`config.mk`:
```
export PLATFORM = sky130hd
export DESIGN_NAME = ssa_alu
export DESIGN_NICKNAME = d
export VERILOG_FILES = /design/src/ssa_alu.v
export VERILOG_INCLUDE_DIRS = /design/src
export SDC_FILE = /design/constraint.sdc
export NUM_CORES = 1
export LEC_CHECK = 0
export BUFFER_PORTS_ARGS = -buffer_cell sky130_fd_sc_hd__buf_4
export CAP_MARGIN = 10
export CELL_PAD_IN_SITES_DETAIL_PLACEMENT = 0
export CELL_PAD_IN_SITES_GLOBAL_PLACEMENT = 2
export CORE_MARGIN = 2
export CORE_UTILIZATION = 43
export DETAILED_ROUTE_END_ITERATION = 8
export PLACE_DENSITY = 0.89
export SLEW_MARGIN = 15
export SYNTH_ARGS = -nofsm -noshare
export SYNTH_HDL_FRONTEND = slang
export SYNTH_SLANG_ARGS = --single-unit
```
`constraint.sdc`:
```
create_clock -name clk -period 5.15 [get_ports clk]
set_input_delay 1.03 -clock clk [delete_from_list [all_inputs] [get_ports clk]]
set_output_delay 1.03 -clock clk [all_outputs]
set_load 0.005 [all_outputs]
```
`src/ssa_alu_regs.vh`:
```
`ifndef SSA_ALU_REGS_VH
`define SSA_ALU_REGS_VH

// Register byte offsets
`define SSA_ACC_OFS 7'h00
`define SSA_STATUS_OFS 7'h04
`define SSA_CMD_OFS 7'h08
`define SSA_MEM_BASE 7'h40

// Status register fields
`define SSA_C_BIT 0
`define SSA_NIB_BORROW_BIT 1
`define SSA_Z_BIT 2
`define SSA_SIGNED_OVR_BIT 3
`define SSA_SIGNED_BORROW_BIT 4
`define SSA_CHAIN_NULL_BIT 5
`define SSA_SKIP_BIT 8
`define SSA_BUSY_BIT 9
`define SSA_FLAGS_W 6

// Command word fields
`define SSA_CMD_OP_LSB 0
`define SSA_CMD_OP_W 3
`define SSA_CMD_ADDR_LSB 8
`define SSA_CMD_IMM_LSB 16

// Operation codes
`define SSA_OP_NOP 3'h0
`define SSA_OP_SKIP_NZ 3'h1
`define SSA_OP_SUB_MEM 3'h2
`define SSA_OP_DIFF_MEM 3'h3
`define SSA_OP_SUB_IMM 3'h4
`define SSA_OP_SWAP 3'h5

// Reset values
`define SSA_ACC_RST 8'h00
`define SSA_FLAGS_RST 6'h00

// Data memory geometry
`define SSA_MEM_DEPTH 16
`define SSA_MEM_AW 4

`endif

```
`src/ssa_alu.v`:
```
`include "ssa_alu_regs.vh"
`default_nettype none

// Overview of operation
// RULE_01: Nonzero-skip rereads byte, writes back, skips.
// RULE_02: Taken skip inserts one dummy cycle.
// RULE_03: Zero byte: no skip, flags untouched.
// RULE_04: Accumulator minus memory byte into accumulator.
// RULE_05: Borrow-inverse clear if negative, else set.
// RULE_06: Subtractions update all six status flags.
// RULE_07: Difference to memory, accumulator kept.
// RULE_08: Accumulator minus immediate into accumulator.
// RULE_09: Swap memory byte nibbles, flags untouched.
// RULE_10: All datapath values are eight bits.
module ssa_alu (
   input wire clk,
   input wire rstn,
   input wire [6:0] avs_address,
   input wire avs_read,
   input wire avs_write,
   input wire [31:0] avs_writedata,
   output reg [31:0] avs_readdata,
   output reg avs_waitrequest,
   output reg dummy_cycle
);

   localparam ST_IDLE = 2'd0;
   localparam ST_EXEC = 2'd1;
   localparam ST_DUMMY = 2'd2;

   reg [1:0] state_reg;
   reg [7:0] acc_reg; // RULE_10
   reg [`SSA_FLAGS_W-1:0] flags_reg;
   reg skip_reg;
   reg [2:0] op_reg;
   reg [`SSA_MEM_AW-1:0] addr_reg;
   reg [7:0] imm_reg;
   reg [7:0] mem [0:`SSA_MEM_DEPTH-1];

   wire busy = (state_reg != ST_IDLE);
   wire req = avs_read | avs_write;
   wire bus_write = avs_write & ~avs_waitrequest;
   wire mem_sel = (avs_address[6] == 1'b1);
   wire [`SSA_MEM_AW-1:0] bus_idx = avs_address[`SSA_MEM_AW+1:2];
   wire mem_hit = mem_sel && (avs_address[5:0] < (`SSA_MEM_DEPTH * 4))
                  && (avs_address[1:0] == 2'b00);

   // Operand selection and subtraction
   wire [7:0] mem_val = mem[addr_reg];
   wire [7:0] sub_b = (op_reg == `SSA_OP_SUB_IMM) ? imm_reg : mem_val; // RULE_08
   wire [8:0] diff9 = {1'b0, acc_reg} - {1'b0, sub_b};
   wire [4:0] diff5 = {1'b0, acc_reg[3:0]} - {1'b0, sub_b[3:0]};
   wire [7:0] diff = diff9[7:0];
   wire f_c = ~diff9[8]; // RULE_05
   wire f_nib = ~diff5[4];
   wire f_z = (diff == 8'h00);
   wire f_ovr = (acc_reg[7] ^ sub_b[7]) & (diff[7] ^ acc_reg[7]);
   // Signed no-borrow: inverted true sign of the difference, corrected for overflow
   wire f_sgn = ~(f_ovr ^ diff[7]);
   // Plain subtract has no incoming borrow, so the chained zero equals zero
   wire f_chz = f_z;
   wire [`SSA_FLAGS_W-1:0] sub_flags;
   assign sub_flags[`SSA_C_BIT] = f_c;
   assign sub_flags[`SSA_NIB_BORROW_BIT] = f_nib;
   assign sub_flags[`SSA_Z_BIT] = f_z;
   assign sub_flags[`SSA_SIGNED_OVR_BIT] = f_ovr;
   assign sub_flags[`SSA_SIGNED_BORROW_BIT] = f_sgn;
   assign sub_flags[`SSA_CHAIN_NULL_BIT] = f_chz;
   wire is_sub = (op_reg == `SSA_OP_SUB_MEM) || (op_reg == `SSA_OP_DIFF_MEM) ||
                 (op_reg == `SSA_OP_SUB_IMM);
   wire take_skip = (op_reg == `SSA_OP_SKIP_NZ) && (mem_val != 8'h00); // RULE_01

   reg [31:0] rd_next;
   always @* begin
      rd_next = 32'h0000_0000;
      if (mem_hit) begin
         rd_next = {24'h00_0000, mem[bus_idx]};
      end else begin
         case (avs_address)
            `SSA_ACC_OFS: rd_next = {24'h00_0000, acc_reg};
            `SSA_STATUS_OFS: begin
               rd_next[`SSA_FLAGS_W-1:0] = flags_reg;
               rd_next[`SSA_SKIP_BIT] = skip_reg;
               rd_next[`SSA_BUSY_BIT] = busy;
            end
            `SSA_CMD_OFS: rd_next = {8'h00, imm_reg, 4'h0, addr_reg, 5'h00, op_reg};
            default: rd_next = 32'h0000_0000;
         endcase
      end
   end

   // Bus answer: one wait cycle per access; held off while an operation runs
   always @(posedge clk or negedge rstn) begin
      if (!rstn) begin
         avs_waitrequest <= 1'b1;
         avs_readdata <= 32'h0000_0000;
      end else if (req && avs_waitrequest && !busy) begin
         avs_waitrequest <= 1'b0;
         avs_readdata <= rd_next;
      end else begin
         avs_waitrequest <= 1'b1;
      end
   end

   // Data memory: bus writes only while idle, the executing op otherwise
   always @(posedge clk) begin
      if (state_reg == ST_EXEC) begin
         case (op_reg)
            `SSA_OP_SKIP_NZ: mem[addr_reg] <= mem_val; // RULE_01
            `SSA_OP_DIFF_MEM: mem[addr_reg] <= diff; // RULE_07
            `SSA_OP_SWAP: mem[addr_reg] <= {mem_val[3:0], mem_val[7:4]}; // RULE_09
            default: mem[addr_reg] <= mem_val;
         endcase
      end else if (bus_write && mem_hit) begin
         mem[bus_idx] <= avs_writedata[7:0];
      end
   end

   always @(posedge clk or negedge rstn) begin
      if (!rstn) begin
         state_reg <= ST_IDLE;
         acc_reg <= `SSA_ACC_RST;
         flags_reg <= `SSA_FLAGS_RST;
         skip_reg <= 1'b0;
         op_reg <= `SSA_OP_NOP;
         addr_reg <= {`SSA_MEM_AW{1'b0}};
         imm_reg <= 8'h00;
         dummy_cycle <= 1'b0;
      end else begin
         dummy_cycle <= 1'b0;
         case (state_reg)
            ST_IDLE: begin
               if (bus_write && !mem_hit) begin
                  case (avs_address)
                     `SSA_ACC_OFS: acc_reg <= avs_writedata[7:0];
                     `SSA_STATUS_OFS: flags_reg <= avs_writedata[`SSA_FLAGS_W-1:0];
                     `SSA_CMD_OFS: begin
                        op_reg <= avs_writedata[`SSA_CMD_OP_LSB+`SSA_CMD_OP_W-1:
                                                `SSA_CMD_OP_LSB];
                        addr_reg <= avs_writedata[`SSA_CMD_ADDR_LSB+`SSA_MEM_AW-1:
                                                  `SSA_CMD_ADDR_LSB];
                        imm_reg <= avs_writedata[`SSA_CMD_IMM_LSB+7:`SSA_CMD_IMM_LSB];
                        state_reg <= ST_EXEC;
                     end
                     default: state_reg <= ST_IDLE;
                  endcase
               end
            end
            ST_EXEC: begin
               if (is_sub) begin
                  flags_reg <= sub_flags; // RULE_06
               end
               if ((op_reg == `SSA_OP_SUB_MEM) || (op_reg == `SSA_OP_SUB_IMM)) begin
                  acc_reg <= diff; // RULE_04
               end
               skip_reg <= take_skip; // RULE_03
               if (take_skip) begin
                  state_reg <= ST_DUMMY; // RULE_02
                  dummy_cycle <= 1'b1;
               end else begin
                  state_reg <= ST_IDLE; // RULE_03
               end
            end
            ST_DUMMY: state_reg <= ST_IDLE; // RULE_02
            default: state_reg <= ST_IDLE;
         endcase
      end
   end

endmodule

`default_nettype wire

```
# Yosys cells after proc, flatten, opt, wreduce, memory -nomap -nowiden
# Memories as Yosys holds them, arrays and structs flattened.
# Cells that the tools add are included.
op_classes:
  addsub: 2
  multipliers: 0
  div: 0
  n_lt_le_gt_ge: 0
  eq_ne: 14
  shift: 0
  n_mux: 42
  bitwise_logic: 13
  n_reduce_logical: 25
ops:
  columns: ["op", "n"]
  rows:
  - ["2-to-1 mux 8 bit", 8]
  - ["2-to-1 mux 32 bit", 1]
  - ["2-to-1 mux 1 bit", 19]
  - ["2-to-1 mux 6 bit", 3]
  - ["case mux 6 bit (3 select lines)", 1]
  - ["case mux 8 bit (2 select lines)", 1]
  - ["2-to-1 mux 14 bit", 1]
  - ["case mux 2 bit (2 select lines)", 3]
  - ["case mux 6 bit (2 select lines)", 1]
  - ["subtractor 8 x 8 -> 9 bit", 1]
  - ["zero test 8 bit", 1]
  - ["AND reduction 4 bit", 2]
  - ["nonzero test 8 bit", 1]
  - ["OR reduction 8 bit", 1]
  - ["== test 7 x 3 -> 1 bit, second input constant", 1]
  - ["== test 7 x 4 -> 1 bit, second input constant", 1]
  - ["zero test 7 bit", 1]
  - ["== test 3 x 2 -> 1 bit, second input constant", 2]
  - ["== test 3 bit, second input constant", 2]
  - ["logical AND 1 bit", 6]
  - ["2-to-1 mux 2 bit", 3]
  - ["!= test 2 x 1 -> 1 bit, second input constant", 3]
  - ["!= test 2 bit, second input constant", 3]
  - ["subtractor 4 x 4 -> 5 bit", 1]
  - ["15 further kinds", 29]
word_totals:
  reg_bits: 66
  latchBits: 0
  ramBits: 128
  rom_bits: 0
  input_bits: 43
  word_cells: 107
  memories: 1
mem_list:
  columns: ["name", "depth", "word_bits", "read_ports", "rd_clocked_by_memory_dff", "wr", "line_no", "source"]
  rows:
  - ["mem", 16, 8, 2, 0, 1, "ssa_alu.v:38", "reg [7:0] mem [0:`SSA_MEM_DEPTH-1];"]

# Longest topological paths before layout
depth:
  depth_word: 9
  ltp_mapped: 19
  depth_no_buf: 17

# Least setup slack after synthesis
# Ideal clock, no wire load.
synth_timing:
  path_type: "reg2reg"
  from: "reg addr_reg[0]"
  to: "mem mem[0][7], data pin"
  setup_time_ns: 0.200
  t_arrival_ns: 4.011
  required_time_ns: 4.950
  path_slack_ns: 0.939
  stages_incl_launch_ff: 17
  synth_period_minus_slack_ns: 4.211
  path_cell_list: "dfrtp_1 -> buf_6 -> buf_2 -> mux4_2 -> a22oi_1 -> nand2_1 -> mux2i_1 -> ha_1 -> nand3b_1 -> a21oi_1 -> o31a_1 -> o21ai_0 -> nand2b_1 -> fa_1 -> o32ai_1 -> a2111oi_0 -> a21o_1"
synth_between:
  elab_chain_len: 7
synth_lines:
  columns: ["item", "line_no", "source"]
  rows:
  - ["from (decl)", "ssa_alu.v:36", "reg [`SSA_MEM_AW-1:0] addr_reg;"]
  - ["from (signal assigned)", "ssa_alu.v:126", "addr_reg <= {`SSA_MEM_AW{1'b0}};"]
  - ["from (signal assigned)", "ssa_alu.v:140", "addr_reg <= avs_writedata[`SSA_CMD_ADDR_LSB+`SSA_MEM_AW-1:"]
  - ["memory (16 x 8 bit) (*)", null, null]
  - ["2-to-1 mux 8 bit", "ssa_alu.v:50", "wire [7:0] sub_b = (op_reg == `SSA_OP_SUB_IMM) ? imm_reg : mem_val;"]
  - ["subtractor 8 x 8 -> 9 bit", "ssa_alu.v:51", "wire [8:0] diff9 = {1'b0, acc_reg} - {1'b0, sub_b};"]
  - ["2-to-1 mux 8 bit (no line) (2 in series)", null, null]
  - ["2-to-1 mux 8 bit (no line) (*) (2 in series)", null, null]
  - ["to (decl)", "ssa_alu.v:38", null]
# Every way passes the cells marked *; elsewhere a longest branch is shown, timed or not.

# Worst setup path in the final report
layout_timing:
  from: "reg addr_reg[0]"
  to: "mem mem[11][7], data pin"
# The elaborated chain is that of the path after synthesis.

==> results.py <==
metrics = {
    "setup_path": {
        "crit_type": "register to register",
        "reg2reg_from": "addr_reg[0]$_DFFE_PN0P_",
        "r2r_cells": 15,
        "r2r-end": "mem[11][7]$_DFFE_PP_",
        "arrival_ps": 4980,
        "rrSetupSlack_ps": 400,
        "start_kind": "register",
        "end_kind": "register",
        "path_max_fanout": 16,
        "required_ps": 5380,
    },
    "route": {
        "drtIter0Drc": 565,
        "vias_per_cell": 6.18,
        "vias": 6164,
        "drt-total-wl_mm": 24.6,
        "drc": 0,
        "drtPass1Iterations": 7,
        "wl_per_cell_um": 24.7,
        "ant_nets": 0,
    },
    "yosys": {
        "syn_area_um2": 9430,
        "synthTopCellsByArea": "edfxtp_1, dfrtp_1, mux4_2",
        "synth_top_area_share": 0.408,
        "async_flop_share": 0.297,
        "yosys.cell_count.top_type": "edfxtp_1",
        "yosys_register_bits": 182,
        "avgSynthCellArea_um2": 14.5,
        "yosys_warnings": 0,
        "synth_edf_count": 128,
        "synthCells": 651,
        "ys.flop_type": "edfxtp_1",
        "ys_types": 62,
        "synth_common_cells": "edfxtp_1, dfrtp_1, nand2_1",
        "yosysTopAreaCell": "edfxtp_1",
        "synth.yosys.seq_area_share": 0.551,
    },
    "clock_network": {
        "numCtsBuffers": 17,
        "insertion_delay_ps": 430,
        "cts.sink_count": 182,
        "postCtsSetupBuffers": 0,
        "cts.reportedPaths.clkPinSlew_ps": 70,
        "cts-htree-levels": 4,
        "clock_path_buffers": 2,
        "cts_tree": "done",
        "cts_root_buf": "clkbuf_16",
    },
    "placement": {
        "placed_area_um2": 10100,
        "globalplace.congestion": 0.926,
        "post-dp-hpwl_mm": 17.5,
        "io_buffer_count": 52,
    },
    "final_layout": {
        "largest_reg_flops": 128,
        "largest_registers": "mem (128), avs_readdata (20)",
        "drive_gt1_frac": 0.277,
        "area_growth_pct": 13.2,
        "nets": 759,
        "nFillCells": 1826,
        "largest_register": "mem",
        "fin_area_um2": 10700,
        "n_antenna_cell": 0,
    },
    "min_path": {
        "hp-class": "register to register",
        "min_to": "flags_reg[4]$_DFFE_PN0P_",
        "min_path_cells": 1,
        "hold_path_startpoint": "flags_reg[4]$_DFFE_PN0P_",
    },
    "global_route": {
        "grt_pass1_wl_mm": 38.0,
        "grt_max_degree": 55,
        "grt_pass1_vias": 6298,
        "grt_antenna_before_repair": 0,
        "grt_usage": 0.217,
        "grt_remaining_overflow": 0,
    },
    "die": {
        "fp.dieArea_um2": 23100,
        "die_h_um": 152,
        "core-area_um2": 21700,
        "fp.dieW_um": 152,
        "initial_utilization": 0.435,
        "io_pins": 77,
        "num_rows": 54,
    },
    "sta": {
        "tns_ps": 0,
        "fin_skew_ps": 9.88,
        "relSlewSlack": 0.276,
        "finalCriticalPeriod_ps": 4750,
        "grt_setup_unrepaired": "no",
        "setup_viol": 0,
        "max_freq_mhz": 210,
        "timing.final.crit_share": 0.923,
        "slew_viol_final": 0,
        "worstMarginPinSlew_ps": 1080,
        "finalHoldViolCount": 0,
    },
    "power_and_ir_drop": {
        "p_per_area_nw_per_um2": 311,
        "peakVddDrop_mv": 0.194,
        "p_leak_nw": 3.96,
    },
    "outcome": {
        "outcome": "complete, no violations",
    },
    "job": {
        "drv_cap": 0,
    },
}
==> power by group <==
part / total [mW] / switching, mW / internal [mW]
clock: 1.23 / 0.601 / 0.629
sequential: 1.65 / 0.0254 / 1.63
combinational: 0.435 / 0.257 / 0.177
==> stage by stage <==
step                setup slack [ps]  power (mW)  cells  hold slack, ps  utilization
finish                           399        3.32    998             478        0.492
global route                     143        3.44    998             508        0.492
CTS                              216        3.33    997             484        0.491
detailed placement               267        2.11    965             467        0.466
global placement                 346        2.10    965             458        0.466
floorplan                        939        1.95    662             444            -
==> layout by cell type (no fill, tap or decap), types with 4 or more instances in the layout <==
cell type | synthesis | layout
edfxtp_1 | 128 | 128
buf_4 | 12 | 76
dfrtp_1 | 53 | 52
nand2_1 | 51 | 51
mux4_2 | 49 | 49
nor2_1 | 40 | 40
o21ai_0 | 32 | 32
a21oi_1 | 30 | 30
mux2_2 | 26 | 26
a22oi_1 | 22 | 22
mux4_1 | 22 | 22
clkbuf_16 | 0 | 17
a22o_1 | 12 | 12
conb_1 | 1 | 12
nor3_1 | 11 | 11
inv_1 | 9 | 9
nor2b_1 | 9 | 9
mux2i_1 | 9 | 9
ha_1 | 9 | 9
nand3_1 | 6 | 6
nand2b_1 | 5 | 5
nor3b_1 | 5 | 5
inv_6 | 0 | 5
or3_1 | 4 | 4
xnor2_1 | 4 | 4
a211oi_1 | 4 | 4
==> logic make-up after synthesis <==
group,after synthesis,share of synthesized area
AOI/OAI and AO/OA,133,0.0941
xor gates and xnor gates,4,0.00372
adders and majority gates,11,0.0162
buffers and inverters,63,0.0356
DFF,182,0.551
muxes,106,0.219
other,1,0.000398
and+or+nand+nor,151,0.0799
==> worst max-delay path by stage <==
stage / start / end / slack [ps] / cells past startpoint
after floorplan: addr_reg[0]$_DFFE_PN0P_ / mem[0][7]$_DFFE_PP_ / 940 / 16
after global placement: addr_reg[0]$_DFFE_PN0P_ / mem[14][7]$_DFFE_PP_ / 350 / 15
after detailed placement: addr_reg[0]$_DFFE_PN0P_ / mem[4][6]$_DFFE_PP_ / 270 / 14
final: addr_reg[0]$_DFFE_PN0P_ / mem[11][7]$_DFFE_PP_ / 400 / 15
after CTS: addr_reg[0]$_DFFE_PN0P_ / mem[1][6]$_DFFE_PP_ / 220 / 14
after global routing: addr_reg[0]$_DFFE_PN0P_ / mem[4][7]$_DFFE_PP_ / 140 / 15
==> timing repair <==
action | in CTS | in global routing
hold buffers | 0 | 0
setup endpoints to repair | 0 | 16
resized for setup | 0 | 1
==> routing by layer <==
metal	routed length, um	share of wire	global-route usage
met1	9820	0.40	0.280
met2	12500	0.51	0.369
met3	1600	0.065	0.0388
met4	725	0.029	0.0828
met5	0	0	0
==> final cells by class <==
class	instances	area [um2]	area share
timing repair buffer	78	602	0.0564
sequential	182	5200	0.487
tap	280	350	0.0328
clock buffer	17	425	0.0399
multi-input combinational	417	3950	0.370
clock inverter	15	116	0.0109
inverter	9	33.8	0.00317
==> worst max-delay path: stages, from the launching register on <==
cell       delay, ps
dfrtp_2          630
buf_12           230
mux4_1           560
a22oi_1          210
nand2_1          140
mux2i_1          280
ha_1             300
nand3b_1         120
a21oi_1          100
o31a_1           310
o21ai_0          160
nand2b_1         110
fa_1             580
o32ai_1          100
a2111oi_0        390
a21o_2           320
No activity file was read; power rests on OpenSTA's default activity.
